[config.mk]
export PLATFORM = sky130hd
export DESIGN_NAME = csb_core
export DESIGN_NICKNAME = d
export VERILOG_FILES = /design/src/csb_pkg.sv /design/src/csb_core.sv
export SDC_FILE = /design/constraint.sdc
export NUM_CORES = 1
export LEC_CHECK = 0
export ABC_AREA = 1
export ABC_CLOCK_PERIOD_IN_PS = 4200
export BUFFER_PORTS_ARGS = -buffer_cell sky130_fd_sc_hd__clkbuf_2
export CAP_MARGIN = 40
export CELL_PAD_IN_SITES_DETAIL_PLACEMENT = 0
export CELL_PAD_IN_SITES_GLOBAL_PLACEMENT = 1
export CORE_UTILIZATION = 37
export CTS_CLUSTER_SIZE = 24
export DETAILED_ROUTE_END_ITERATION = 8
export PLACE_DENSITY = 0.86
export SYNTH_ARGS = -nofsm -noshare
export SYNTH_HDL_FRONTEND = slang
export SYNTH_SLANG_ARGS = --single-unit
[constraint.sdc]
create_clock -name mclk_in -period 4.2 [get_ports mclk_in]
set_clock_uncertainty 0.15 [all_clocks]
set_input_delay 0.84 -clock mclk_in [delete_from_list [all_inputs] [get_ports mclk_in]]
set_output_delay 0.84 -clock mclk_in [all_outputs]
set_load 0.01 [all_outputs]
[src/csb_pkg.sv]
// package for the core status and bank select block
package csb_pkg;

	// special function register addresses
	localparam logic [7:0] ADDR_PORT_ONE = 8'h00;
	localparam logic [7:0] ADDR_PTR_ONE = 8'h01;
	localparam logic [7:0] ADDR_PORT_TWO = 8'h02;
	localparam logic [7:0] ADDR_PTR_TWO = 8'h03;
	localparam logic [7:0] ADDR_BANK_SEL = 8'h04;
	localparam logic [7:0] ADDR_WORKING = 8'h05;
	localparam logic [7:0] ADDR_PC_LOW = 8'h06;
	localparam logic [7:0] ADDR_TBL_LOW = 8'h07;
	localparam logic [7:0] ADDR_TBL_DATA = 8'h08;
	localparam logic [7:0] ADDR_TBL_HIGH = 8'h09;
	localparam logic [7:0] ADDR_FLAGS = 8'h0a;
	localparam logic [7:0] SFR_LIMIT = 8'h40;

	// field positions
	localparam int FLAG_CARRY = 0;
	localparam int FLAG_HALF = 1;
	localparam int FLAG_ZERO = 2;
	localparam int FLAG_OVF = 3;
	localparam int FLAG_PDN = 4;
	localparam int FLAG_WDX = 5;
	localparam logic [7:0] FLAG_WR_MASK = 8'h0f;
	localparam logic [7:0] BANK_MASK = 8'h03;

	// reset values
	localparam logic [1:0] BANK_RESET = 2'h0;
	localparam logic [3:0] ARITH_RESET = 4'h0;
	localparam logic [7:0] REG_RESET = 8'h00;
	localparam logic [1:0] BANK_UNDEF = 2'h3;

	// alu operations
	typedef enum logic [2:0] {
		CSB_OP_NONE = 3'b000,
		CSB_OP_ADD = 3'b001,
		CSB_OP_SUB = 3'b010,
		CSB_OP_LOGIC = 3'b011,
		CSB_OP_RLC = 3'b100,
		CSB_OP_RRC = 3'b101
	} csb_op_type;

	// pc sequencing states
	typedef enum logic [0:0] {
		CSB_ST_RUN = 1'b0,
		CSB_ST_DUMMY = 1'b1
	} csb_state_type;

	// register access from the execution unit
	typedef struct packed {
		logic rd;
		logic wr;
		logic indirect;
		logic use_two;
		logic [7:0] addr;
		logic [7:0] wdata;
	} csb_access_type;

	// data memory request
	typedef struct packed {
		logic rd;
		logic wr;
		logic [1:0] bank;
		logic [7:0] addr;
		logic [7:0] wdata;
	} csb_mem_type;

	// alu request
	typedef struct packed {
		csb_op_type op;
		logic [7:0] a;
		logic [7:0] b;
	} csb_alu_type;

endpackage
[src/csb_core.sv]
// core status flags, bank select, pc low byte and table read logic
//
// Operation
// - bank chosen by bank select bits 1:0
// - codes 00,01,10 give banks zero to two
// - reset clears bank, except watchdog during halt
// - special register area ignores bank selection
// - direct addresses always reach bank zero
// - bank select upper six bits read zero
// - pc low write jumps within page
// - pc low write adds one dummy cycle
// - table read splits word high and low
// - flag writes keep watchdog and halt flags
// - carry bit 0 from add, sub, rotate
// - half carry bit 1 from low nibble
// - zero bit 2 when add, sub or logic result zero
// - overflow bit 3 carry in xor out
// - halt flag: power-up, clear clears, halt sets
// - watchdog flag: set by expiry, cleared by clear or halt
// - flags never saved automatically on calls
// - no register to register transfer path
// - flag bits 7:6 zero, system flags reset zero
// - second pair uses bank, first pair bank zero
// - indirect port via indirect reads zero, ignored
`timescale 1ns/1ps

module csb_core (
	// clock and reset
	input wire logic mclk_in,
	input wire logic sys_rst_in,
	// reset cause
	input wire logic wdt_halt_rst_in,
	// system events
	input wire logic wdt_clear_in,
	input wire logic halt_in,
	input wire logic wdt_expire_in,
	// register access
	input wire csb_pkg::csb_access_type acc_in,
	output logic [7:0] acc_rdata_out,
	// alu
	input wire csb_pkg::csb_alu_type alu_in,
	output logic [7:0] alu_result_out,
	// program counter
	input wire logic [12:0] pc_in,
	output logic pc_load_out,
	output logic [12:0] pc_target_out,
	output logic dummy_cycle_out,
	// table read
	input wire logic tbl_req_in,
	output logic [15:0] tbl_addr_out,
	input wire logic [15:0] tbl_word_in,
	output logic [7:0] tbl_low_out,
	// data memory
	output csb_pkg::csb_mem_type mem_out,
	input wire logic [7:0] mem_rdata_in,
	// state
	output logic [7:0] flags_out,
	output logic [1:0] bank_out
);

	// ==========================================
	// functions
	function automatic logic [8:0] add9(input logic [7:0] a, input logic [7:0] b, input logic cin);
		add9 = {1'b0, a} + {1'b0, b} + {8'h00, cin};
	endfunction

	function automatic logic [4:0] add5(input logic [3:0] a, input logic [3:0] b, input logic cin);
		add5 = {1'b0, a} + {1'b0, b} + {4'h0, cin};
	endfunction

	function automatic logic reg_sel(input logic [7:0] a, input logic [7:0] r);
		reg_sel = a == r;
	endfunction

	// ==========================================
	// registers
	logic [1:0] bank_reg;
	logic [1:0] bank_next;
	logic [3:0] arith_reg;
	logic [3:0] arith_next;
	logic pdn_reg;
	logic pdn_next;
	logic wdx_reg;
	logic wdx_next;
	logic [7:0] ptr_one_reg;
	logic [7:0] ptr_two_reg;
	logic [7:0] working_reg;
	logic [7:0] tbl_low_reg;
	logic [7:0] tbl_high_reg;
	logic [7:0] tbl_data_reg;
	logic [7:0] alu_result_reg;
	logic [7:0] tbl_dest_reg;
	logic pc_load_reg;
	logic [12:0] pc_target_reg;
	csb_pkg::csb_state_type state_reg;
	csb_pkg::csb_state_type state_next;
	logic [7:0] rdata_reg;

	// ==========================================
	// address decode
	wire logic sfr_hit;
	wire logic direct_acc;
	wire logic ind_one;
	wire logic ind_two;
	wire logic [7:0] eff_addr;
	wire logic eff_sfr;
	wire logic port_self;
	wire logic undef_bank;
	wire logic dead_acc;
	wire logic [1:0] eff_bank;
	wire logic sfr_wr;
	wire logic sfr_rd;

	assign direct_acc = !acc_in.indirect;
	assign ind_one = acc_in.indirect && !acc_in.use_two;
	assign ind_two = acc_in.indirect && acc_in.use_two;
	// indirect goes through the pointer, direct uses the instruction address
	assign eff_addr = ind_one ? ptr_one_reg : (ind_two ? ptr_two_reg : acc_in.addr);
	assign eff_sfr = eff_addr < csb_pkg::SFR_LIMIT;
	assign port_self = acc_in.indirect && (eff_addr == csb_pkg::ADDR_PORT_ONE || eff_addr == csb_pkg::ADDR_PORT_TWO);
	assign undef_bank = ind_two && (bank_reg == csb_pkg::BANK_UNDEF) && !eff_sfr;
	assign dead_acc = port_self || undef_bank;
	assign sfr_hit = eff_sfr && !port_self;
	// bank zero for direct and first pair, bank field for second pair
	assign eff_bank = (direct_acc || ind_one) ? csb_pkg::BANK_RESET : bank_reg;
	assign sfr_wr = acc_in.wr && sfr_hit;
	assign sfr_rd = acc_in.rd && sfr_hit;

	wire logic wr_bank;
	wire logic wr_flags;
	wire logic wr_pcl;
	wire logic wr_ptr_one;
	wire logic wr_ptr_two;
	wire logic wr_working;
	wire logic wr_tbl_low;
	wire logic wr_tbl_high;
	wire logic wr_tbl_data;

	assign wr_bank = sfr_wr && reg_sel(eff_addr, csb_pkg::ADDR_BANK_SEL);
	assign wr_flags = sfr_wr && reg_sel(eff_addr, csb_pkg::ADDR_FLAGS);
	assign wr_pcl = sfr_wr && reg_sel(eff_addr, csb_pkg::ADDR_PC_LOW);
	assign wr_ptr_one = sfr_wr && reg_sel(eff_addr, csb_pkg::ADDR_PTR_ONE);
	assign wr_ptr_two = sfr_wr && reg_sel(eff_addr, csb_pkg::ADDR_PTR_TWO);
	assign wr_working = sfr_wr && reg_sel(eff_addr, csb_pkg::ADDR_WORKING);
	assign wr_tbl_low = sfr_wr && reg_sel(eff_addr, csb_pkg::ADDR_TBL_LOW);
	assign wr_tbl_high = sfr_wr && reg_sel(eff_addr, csb_pkg::ADDR_TBL_HIGH);
	assign wr_tbl_data = sfr_wr && reg_sel(eff_addr, csb_pkg::ADDR_TBL_DATA);

	// ==========================================
	// register read mux
	wire logic [7:0] flags_view;
	wire logic [7:0] sfr_rdata;

	assign flags_view = {2'b00, wdx_reg, pdn_reg, arith_reg};
	assign sfr_rdata =
		(eff_addr == csb_pkg::ADDR_PTR_ONE) ? ptr_one_reg :
		(eff_addr == csb_pkg::ADDR_PTR_TWO) ? ptr_two_reg :
		(eff_addr == csb_pkg::ADDR_BANK_SEL) ? {6'h00, bank_reg} :
		(eff_addr == csb_pkg::ADDR_WORKING) ? working_reg :
		(eff_addr == csb_pkg::ADDR_PC_LOW) ? pc_in[7:0] :
		(eff_addr == csb_pkg::ADDR_TBL_LOW) ? tbl_low_reg :
		(eff_addr == csb_pkg::ADDR_TBL_DATA) ? tbl_data_reg :
		(eff_addr == csb_pkg::ADDR_TBL_HIGH) ? tbl_high_reg :
		(eff_addr == csb_pkg::ADDR_FLAGS) ? flags_view :
		csb_pkg::REG_RESET;

	// data memory outside the special area; memory to memory goes via working reg
	assign mem_out.rd = acc_in.rd && !eff_sfr && !dead_acc;
	assign mem_out.wr = acc_in.wr && !eff_sfr && !dead_acc;
	assign mem_out.bank = eff_bank;
	assign mem_out.addr = eff_addr;
	assign mem_out.wdata = acc_in.wdata;

	// ==========================================
	// alu and flags
	wire logic [8:0] sum9;
	wire logic [4:0] sum5;
	wire logic [8:0] low9;
	wire logic c_in7;
	wire logic [7:0] b_eff;
	wire logic cin_eff;
	wire logic arith_op;
	wire logic [7:0] res;
	wire logic [3:0] alu_flags;

	// subtraction is a plus not-b plus one, so carry means no borrow
	assign arith_op = alu_in.op == csb_pkg::CSB_OP_ADD || alu_in.op == csb_pkg::CSB_OP_SUB;
	assign b_eff = (alu_in.op == csb_pkg::CSB_OP_SUB) ? ~alu_in.b : alu_in.b;
	assign cin_eff = alu_in.op == csb_pkg::CSB_OP_SUB;
	assign sum9 = add9(alu_in.a, b_eff, cin_eff);
	assign sum5 = add5(alu_in.a[3:0], b_eff[3:0], cin_eff);
	assign low9 = add9({1'b0, alu_in.a[6:0]}, {1'b0, b_eff[6:0]}, cin_eff);
	assign c_in7 = low9[7];
	assign res =
		arith_op ? sum9[7:0] :
		(alu_in.op == csb_pkg::CSB_OP_RLC) ? {alu_in.a[6:0], arith_reg[csb_pkg::FLAG_CARRY]} :
		(alu_in.op == csb_pkg::CSB_OP_RRC) ? {arith_reg[csb_pkg::FLAG_CARRY], alu_in.a[7:1]} :
		alu_in.b;

	assign alu_flags[csb_pkg::FLAG_CARRY] =
		arith_op ? sum9[8] :
		(alu_in.op == csb_pkg::CSB_OP_RLC) ? alu_in.a[7] :
		(alu_in.op == csb_pkg::CSB_OP_RRC) ? alu_in.a[0] :
		arith_reg[csb_pkg::FLAG_CARRY];
	assign alu_flags[csb_pkg::FLAG_HALF] = arith_op ? sum5[4] : arith_reg[csb_pkg::FLAG_HALF];
	assign alu_flags[csb_pkg::FLAG_ZERO] =
		(arith_op || alu_in.op == csb_pkg::CSB_OP_LOGIC) ? (res == 8'h00) : arith_reg[csb_pkg::FLAG_ZERO];
	assign alu_flags[csb_pkg::FLAG_OVF] = arith_op ? (c_in7 ^ sum9[8]) : arith_reg[csb_pkg::FLAG_OVF];

	// flag writes touch only the arithmetic nibble
	assign arith_next = wr_flags ? (acc_in.wdata[3:0] & csb_pkg::FLAG_WR_MASK[3:0]) : alu_flags;
	// halt sets, clear instruction clears
	assign pdn_next = halt_in ? 1'b1 : (wdt_clear_in ? 1'b0 : pdn_reg);
	// expiry sets and wins over a clear in the same cycle
	assign wdx_next = wdt_expire_in ? 1'b1 : ((wdt_clear_in || halt_in) ? 1'b0 : wdx_reg);

	// ==========================================
	// bank select
	assign bank_next = wr_bank ? (acc_in.wdata[1:0] & csb_pkg::BANK_MASK[1:0]) : bank_reg;

	// ==========================================
	// next register values
	wire logic [7:0] ptr_one_next;
	wire logic [7:0] ptr_two_next;
	wire logic [7:0] working_next;
	wire logic [7:0] tbl_low_next;
	wire logic [7:0] tbl_high_next;
	wire logic [12:0] pc_target_next;
	wire logic [7:0] rdata_next;

	assign ptr_one_next = wr_ptr_one ? acc_in.wdata : ptr_one_reg;
	assign ptr_two_next = wr_ptr_two ? acc_in.wdata : ptr_two_reg;
	assign working_next = wr_working ? acc_in.wdata : working_reg;
	assign tbl_low_next = wr_tbl_low ? acc_in.wdata : tbl_low_reg;
	assign tbl_high_next = wr_tbl_high ? acc_in.wdata : tbl_high_reg;
	assign pc_target_next = wr_pcl ? {pc_in[12:8], acc_in.wdata} : pc_target_reg;
	assign rdata_next = sfr_rd ? sfr_rdata : (acc_in.rd ? (mem_rdata_in & {8{!dead_acc}}) : rdata_reg);

	// ==========================================
	// pc low byte jump and dummy cycle
	always_comb begin
		state_next = state_reg;
		case (state_reg)
			csb_pkg::CSB_ST_RUN: begin
				if (wr_pcl) begin
					state_next = csb_pkg::CSB_ST_DUMMY;
				end
			end
			csb_pkg::CSB_ST_DUMMY: begin
				state_next = csb_pkg::CSB_ST_RUN;
			end
			default: begin
				state_next = csb_pkg::CSB_ST_RUN;
			end
		endcase
	end

	// ==========================================
	// sequential logic
	// bank: kept only by a watchdog reset taken while halted
	always_ff @(posedge mclk_in or posedge sys_rst_in) begin
		if (sys_rst_in) begin
			bank_reg <= csb_pkg::BANK_RESET;
		end else if (wdt_halt_rst_in) begin
			bank_reg <= bank_reg;
		end else begin
			bank_reg <= bank_next;
		end
	end

	// flags are plain state, the call path never stacks them
	always_ff @(posedge mclk_in or posedge sys_rst_in) begin
		if (sys_rst_in) begin
			arith_reg <= csb_pkg::ARITH_RESET;
			pdn_reg <= 1'b0;
			wdx_reg <= 1'b0;
		end else begin
			arith_reg <= arith_next;
			pdn_reg <= pdn_next;
			wdx_reg <= wdx_next;
		end
	end

	always_ff @(posedge mclk_in or posedge sys_rst_in) begin
		if (sys_rst_in) begin
			ptr_one_reg <= csb_pkg::REG_RESET;
			ptr_two_reg <= csb_pkg::REG_RESET;
			working_reg <= csb_pkg::REG_RESET;
			tbl_low_reg <= csb_pkg::REG_RESET;
			tbl_high_reg <= csb_pkg::REG_RESET;
		end else begin
			ptr_one_reg <= ptr_one_next;
			ptr_two_reg <= ptr_two_next;
			working_reg <= working_next;
			tbl_low_reg <= tbl_low_next;
			tbl_high_reg <= tbl_high_next;
		end
	end

	// table read: high byte to data reg, low byte to destination
	always_ff @(posedge mclk_in or posedge sys_rst_in) begin
		if (sys_rst_in) begin
			tbl_data_reg <= csb_pkg::REG_RESET;
			tbl_dest_reg <= csb_pkg::REG_RESET;
		end else if (tbl_req_in) begin
			tbl_data_reg <= tbl_word_in[15:8];
			tbl_dest_reg <= tbl_word_in[7:0];
		end else if (wr_tbl_data) begin
			tbl_data_reg <= acc_in.wdata;
		end
	end

	always_ff @(posedge mclk_in or posedge sys_rst_in) begin
		if (sys_rst_in) begin
			state_reg <= csb_pkg::CSB_ST_RUN;
			pc_load_reg <= 1'b0;
			pc_target_reg <= 13'h0000;
		end else begin
			state_reg <= state_next;
			pc_load_reg <= wr_pcl;
			pc_target_reg <= pc_target_next;
		end
	end

	always_ff @(posedge mclk_in or posedge sys_rst_in) begin
		if (sys_rst_in) begin
			alu_result_reg <= csb_pkg::REG_RESET;
			rdata_reg <= csb_pkg::REG_RESET;
		end else begin
			alu_result_reg <= res;
			rdata_reg <= rdata_next;
		end
	end

	// ==========================================
	// outputs
	assign acc_rdata_out = rdata_reg;
	assign alu_result_out = alu_result_reg;
	assign pc_load_out = pc_load_reg;
	assign pc_target_out = pc_target_reg;
	assign dummy_cycle_out = state_reg == csb_pkg::CSB_ST_DUMMY;
	assign tbl_addr_out = {tbl_high_reg, tbl_low_reg};
	assign tbl_low_out = tbl_dest_reg;
	assign flags_out = flags_view;
	assign bank_out = bank_reg;

endmodule

# Word level (Yosys, flattened, before mapping)
# Cells that the tools add are included.
[word_totals]
reg_bits = 95
latchBits = 0
ramBits = 0
mem_bits_ro = 0
inputBits = 83
out_inout_bits = 85
word_cells = 121
memories = 0
[op_classes]
n_addsub = 6
mul = 0
div = 0
n_lt_le_gt_ge = 1
eq_ne = 16
shift = 0
muxes = 33
bitwise = 5
reduce_logical = 42
[op_table]
columns = ["operator", "count"]
rows = [
  ["8-bit 2-to-1 mux", 18],
  ["8-bit by 3-bit == test with 1-bit output, second input constant", 4],
  ["8-bit by 4-bit == test with 1-bit output, second input constant", 3],
  ["1-bit logical AND", 21],
  ["8-bit by 2-bit == test with 1-bit output, second input constant", 2],
  ["8-bit logical NOT", 2],
  ["2-bit nonzero test", 6],
  ["1-bit 2-to-1 mux", 11],
  ["8-bit by 8-bit adder with 9-bit output", 1],
  ["9-bit by 1-bit adder with 9-bit output", 1],
  ["7-bit by 7-bit adder with 8-bit output", 1],
  ["8-bit by 1-bit adder with 8-bit output", 1],
  ["8-bit bitwise AND", 1],
  ["8-bit by 1-bit == test with 1-bit output, second input constant", 1],
  ["8-bit by 7-bit < comparator with 1-bit output, second input constant", 1],
  ["8-bit inverter", 1],
  ["3-bit by 2-bit == test with 1-bit output, second input constant", 2],
  ["3-bit == test, second input constant", 2],
  ["1-bit logical OR", 6],
  ["6-bit 2-to-1 mux", 1],
  ["4-bit by 4-bit adder with 5-bit output", 1],
  ["5-bit by 1-bit adder with 5-bit output", 1],
  ["1-bit logical NOT", 5],
  ["4-bit 2-to-1 mux", 1],
  ["8 further kinds", 9],
]

# Longest topological paths before layout
# Gate-level depths: netlist of the first run.
[logic_depth]
word_depth = 14
depth_mapped = 18
mapped_depth_nobuf = 18

# Least setup slack after synthesis of the first run
# No wires, ideal clock.
[synth_timing]
path_kind = "in2out"
startpoint = "input port acc_in[16] (netlist bit)"
endpoint = "output port mem_out[18] (netlist bit)"
arrival_ps = 2259
t_required_ps = 3210
slack_ps = 951
path_stages = 11
n_path_buf = 2
cell_sequence = "buf_4 inv_2 nand2_1 nor2_1 nor2_1 nor2_1 nand3_2 and2_1 buf_2 inv_1 nor3_1"
[synth_lines]
columns = ["element", "line", "rtl"]
rows = [
  ["from (decl)", "csb_core.sv:38", "input wire csb_pkg::csb_access_type acc_in,"],
  ["to (decl)", "csb_core.sv:54", "output csb_pkg::csb_mem_type mem_out,"],
]

==> flow_summary.yaml, run 1 <==
final_layout:
  final_cells: 1076
  n_antenna_cell: 0
  final_layout_size_suffix_gt1_share_pct: 24.4
  largest_reg_flops: 13
  fin_util_pct: 47.0
  post-route-cell-area_um2: 6630
  nets: 984
  area_growth_pct: 21.9
yosys:
  yosysTopAreaCell: "dfrtp_1"
  synth_cells: 741
  synth_area_leaders: "dfrtp_1, nand2_1, nor2_1"
  ys_warn_count: 0
  ys_types: 42
  yosysSeqAreaShare_pct: 43.7
  netlist_area_um2: 5440
  synth_top_area_share_pct: 43.7
  ys_seq_elements: 95
  syn_area_per_cell_um2: 7.33
global_routing:
  grt_use_total_pct: 22.5
  grt_pass1_vias: 4964
  grt_pass1_wl_mm: 25.8
  overflow: 0
  antenna_found_initial: 0
  grt_max_degree: 48
clock_network:
  clk_latency_ps: 340
  postCtsSetupBuffers: 0
  htreeDepth: 3
  cts_tree: "built"
  cts_root_buf: "clkbuf_16"
  cts_hold_buffers: 0
  cts_resized: 0
  clockBufferDepth: 2
  clkSinkCount: 95
  clk_pin_slew_ps: 60
  cts_buffers: 9
timing:
  holdWs_ps: 280
  clock.fmax_ghz: 0.284
  setup-violations-final: 0
  setup_tns_ps: 0
  rsz0062_at_grt: "false"
  maxSlewHeadroom_pct: 55.1
  final-hold-violation-count: 0
  fin_ws_ps: 673
  report.final.slew_viol_count: 0
  period_share_pct: 84.0
  fin_crit_ps: 3530
  worst_slew_pin_slew_ps: 670
placed_design:
  placed_area_um2: 6340
  pre_cts_slack_ps: 648
  gp_routability_congestion: 0.887
  dp.cells: 1062
  hpwl_mm: 12.6
  io_buffer_count: 165
route:
  ant_nets: 0
  first_iter_violations: 386
  drc: 0
  dr.pass1.iters: 5
  via_per_inst: 4.91
  vias: 5283
  wire_per_inst_um: 15.2
  wirelength_mm: 16.3
critical_path:
  crit_type: "in -> out"
  worstPathMaxFanout: 14
  rrSetupSlack_ps: 1570
  cp-start-kind: "primary input"
  critical_path.endpoint_type: "output pin"
  critPathArrivalTime_ps: 2540
  cp.required_ps: 3210
floorplan:
  dieHeight_um: 123
  fp.dieW_um: 123
  ios: 168
  placementRows: 43
  dieArea_um2: 15200
  core_um2: 14100
  initial_utilization_pct: 38.6
power_and_ir_drop:
  power_density_nw_per_um2: 362
  design_power_total_mw: 2.40
  ir_drop_mv: 0.206
  p_leak_nw: 3.62
worst_hold_path:
  hp-class: "reg -> reg"
status:
  status: "finished clean"
run:
  cap_violations: 0
==> cell usage after synthesis (all sizes together) <==
cell type and count:
o22ai 8, a21boi 1, o21ai 71, o211ai 2
or3 1, clkinv 1, ha 7, or2 3
nand3 43, o221ai 8, o31ai 2, xnor2 2
nor3 7, fa 1, o21bai 2, nand3b 1
nand4 16, a31oi 2, conb 1, and2 2
nor2 88, xor2 6, inv 91, a21oi 26
buf 26, nand2 224, clkbuf 4, dfrtp 95
==> power breakdown <==
group	leakage [nW]	internal, mW	switching (mW)
registers	1.23	1.01	0.0694
logic	2.24	0.188	0.319
clock network	0.140	0.469	0.344
total	3.62	1.67	0.733
==> final timing paths <==
check / start / to / depth (start not counted)
setup / recovery: acc_in[17] / mem_out[18] / 11
hold / removal: dummy_cycle_out$_DFF_PP0_ / dummy_cycle_out$_DFF_PP0_ / 1
setup reg to reg: ptr_two_reg[4]$_DFFE_PP0P_ / ptr_two_reg[7]$_DFFE_PP0P_ / 11
hold reg to reg: dummy_cycle_out$_DFF_PP0_ / dummy_cycle_out$_DFF_PP0_ / 1
max in group asynchronous: sys_rst_in / tbl_high_reg[1]$_DFFE_PP0P_ / 3
min in group asynchronous: sys_rst_in / tbl_low_out[3]$_DFFE_PP0P_ / 2
==> logic make-up after synthesis <==
family                     synth area share (%)
DFF                                        43.7
adders and majority gates                  1.98
other                                    0.0690
and+or+nand+nor                            30.8
xor gates and xnor gates                   1.29
AOI/OAI and AO/OA                          12.3
buffers and inverters                      9.83
==> layout make-up <==
| type | instances | area, um^2 |
|---|---|---|
| Inverter | 92 | 348 |
| Fill cell | 1510 | 7470 |
| Timing Repair Buffer | 170 | 863 |
| Sequential cell | 95 | 2380 |
| Multi-Input combinational cell | 525 | 2530 |
| Clock buffer | 10 | 239 |
| Clock inverter | 4 | 47.5 |
| Tap cell | 180 | 225 |
==> worst max-delay path: stages <==
cell and delay [ps]:
clkbuf_2 260, inv_2 150, nand2_1 110, nand2_1 60, nor2_1 170, nor2_1 130, nand3_2 130, and2_1 290
inv_1 90, nor3_1 150, clkbuf_2 160
==> layout by cell type, fill, tap and decap left out, types with 7 or more instances in the layout <==
master	Yosys	routed
inv_1	77	76
dfrtp_1	95	95
nand4_1	16	16
a21oi_1	26	26
nand2_1	216	216
o21ai_1	29	29
nand3_1	42	42
inv_2	14	14
clkbuf_2	0	165
o221ai_1	8	8
nor2_1	80	80
o21ai_0	42	42
o22ai_1	8	8
clkbuf_16	0	9
ha_1	7	7
==> layer usage <==
metal	part of all wire [%]	vias to the layer above	GRT usage [%]	wire, um
li1	-	2680	-	-
met1	45	2437	28.5	7320
met2	49	148	39.1	8050
met3	4.3	18	3.37	698
met4	1.6	0	7.00	256
met5	0	-	0	0
No activity file was read; power rests on OpenSTA's default activity.
==> inputs of run 2 (changes only) <==
--- a/config.mk
+++ b/config.mk
@@ -6,7 +6,7 @@
 export NUM_CORES = 1
 export LEC_CHECK = 0
 export ABC_AREA = 1
-export ABC_CLOCK_PERIOD_IN_PS = 4200
+export ABC_CLOCK_PERIOD_IN_PS = 3300
 export BUFFER_PORTS_ARGS = -buffer_cell sky130_fd_sc_hd__clkbuf_2
 export CAP_MARGIN = 40
 export CELL_PAD_IN_SITES_DETAIL_PLACEMENT = 0
==> constraint.sdc (replaced) <==
create_clock -name mclk_in -period 3.3 [get_ports mclk_in]
set_clock_uncertainty 0.15 [all_clocks]
set_input_delay 0.66 -clock mclk_in [delete_from_list [all_inputs] [get_ports mclk_in]]
set_output_delay 0.66 -clock mclk_in [all_outputs]
set_load 0.01 [all_outputs]
==> run 2 against run 1 <==
Against the previous run: worst setup slack worse by 430 ps; sequential share of layout area down 0.44 points; largest cell class unchanged; register-to-register slack lost 700 ps; design area up 1.2%; non-clock buffer count grew 4; largest power group unchanged; highest routed layer unchanged; total power grew 32%; critical path type unchanged; critical path depth unchanged; final cell count grew 0.56%.
==> flow_summary.yaml, run 2 (same netlist as run 1, synthesis figures left out) <==
final_layout:
  fin_util_pct: 47.6
  largest_reg_flops: 13
  nets: 988
  final_layout_size_suffix_gt1_share_pct: 24.8
  post-route-cell-area_um2: 6710
  n_antenna_cell: 0
  final_common_cell: "nand2_1"
  most-common-layout-cells: "nand2_1, clkbuf_2, dfrtp_1"
  area_growth_pct: 23.5
global_routing:
  antenna_found_initial: 0
  overflow: 0
  grt_pass1_wl_mm: 25.9
  grt_max_degree: 51
  grt_pass1_vias: 5036
  grt_use_total_pct: 22.6
worst_hold_path:
  hp-class: "in -> async"
route:
  vias: 5284
  wire_per_inst_um: 14.9
  wirelength_mm: 16.1
  ant_nets: 0
  first_iter_violations: 355
  via_per_inst: 4.88
  dr.pass1.iters: 5
  drc: 0
placed_design:
  hpwl_mm: 12.5
  io_buffer_count: 165
  placed_area_um2: 6380
  gp_routability_congestion: 0.873
clock_network:
  cts_hold_buffers: 0
  htreeDepth: 3
  postCtsSetupBuffers: 0
  cts_root_buf: "clkbuf_16"
  clk_latency_ps: 350
  clkSinkCount: 95
  clk_pin_slew_ps: 60
  cts_buffers: 9
  cts_tree: "built"
  clockBufferDepth: 2
critical_path:
  slowest_stage: "clkbuf_2"
  critical_path.endpoint_type: "output pin"
  critPathArrivalTime_ps: 2240
  cp-start-kind: "primary input"
  cp_cell_sequence: "clkbuf_2, inv_2, nand2_1, nand2_1, nor2_1, nor2_1, nand3_2, and2_2, inv_1, nor3_1, clkbuf_2"
  worstPathMaxFanout: 14
  cp.required_ps: 2490
  slowest_delay_ps: 260
  crit_type: "in -> out"
timing:
  holdWs_ps: 240
  setup-violations-final: 0
  report.final.slew_viol_count: 0
  clock.fmax_ghz: 0.327
  fin_crit_ps: 3050
  worst_slew_pin_slew_ps: 654
  setup_tns_ps: 0
  final-hold-violation-count: 0
  maxSlewHeadroom_pct: 56.4
  period_share_pct: 92.5
  rsz0062_at_grt: "false"
power_and_ir_drop:
  power_density_nw_per_um2: 472
  comb_power_share_pct: 20.5
  ir_drop_mv: 0.260
  sequentialPowerShare_pct: 43.3
  switching_power_mw: 0.935
  internal_power_mw: 2.23
  netSwitchingFraction_pct: 29.5
  p_leak_nw: 3.66
  clockPowerShare_pct: 36.2
run:
  cap_violations: 0
floorplan:
  fp.dieW_um: 123
  ios: 168
  dieArea_um2: 15200
  dieHeight_um: 123
  placementRows: 43
  initial_utilization_pct: 38.6
  core_um2: 14100
status:
  status: "finished clean"
run 2: final cells by class:
cell class                      instances  area, um^2
Fill cell                            1509        7390
Multi-Input combinational cell        525        2530
Sequential cell                        95        2380
Timing Repair Buffer                  174         906
Inverter                               92         348
Clock buffer                           13         260
Tap cell                              180         225
Clock inverter                          3        65.1
run 2: metal layers:
layer	vias up	GRT usage (%)	wire [um]
li1	2688	-	-
met1	2408	29.3	7000
met2	164	38.2	7900
met3	24	3.14	843
met4	0	8.51	349
met5	-	0	0
run 2: power groups by stage:
| stage | Combinational (mW) | Sequential (mW) | Clock [mW] |
|---|---|---|---|
| floorplan | 0.370 | 1.40 | 0 |
| global placement | 0.650 | 1.39 | 0 |
| detailed placement | 0.655 | 1.39 | 0 |
| CTS | 0.658 | 1.37 | 1.17 |
| global route | 0.737 | 1.38 | 1.22 |
| finish | 0.650 | 1.37 | 1.15 |
run 2: path summary, 6_finish.rpt:
path | startpoint | endpoint | slack, ps | depth (start not counted)
worst min register to register | dummy_cycle_out$_DFF_PP0_ | dummy_cycle_out$_DFF_PP0_ | 280 | 1
worst max-delay path | acc_in[17] | mem_out[18] | 250 | 11
worst min-delay path | sys_rst_in | tbl_low_out[3]$_DFFE_PP0P_ | 240 | 2
worst max register to register | ptr_one_reg[6]$_DFFE_PP0P_ | tbl_data_reg[1]$_DFFE_PP0P_ | 870 | 14
min in group mclk_in | dummy_cycle_out$_DFF_PP0_ | dummy_cycle_out$_DFF_PP0_ | 280 | 1
max in group asynchronous | sys_rst_in | pc_target_out[8]$_DFFE_PP0N_ | 2080 | 3
run 2: repair_timing:
| item | CTS | global route |
|---|---|---|
| endpoints found under the setup margin | 0 | 1 |
| resized for setup | 0 | 1 |
| hold endpoints to repair | 0 | 0 |
run 2: worst max-delay path: cells and delay by family:
family	cells	cell delay, ps
simple gates	7	940
buf+inv	4	630
run 2: through the flow:
step           power (mW)  std cells  setup WS [ps]
4_1_cts              3.20       1082            170
6_report             3.17       1082            246
5_1_grt              3.34       1082           20.5
3_3_place_gp         2.04       1066            182
2_1_floorplan        1.77        742           13.0
3_5_place_dp         2.05       1066            135
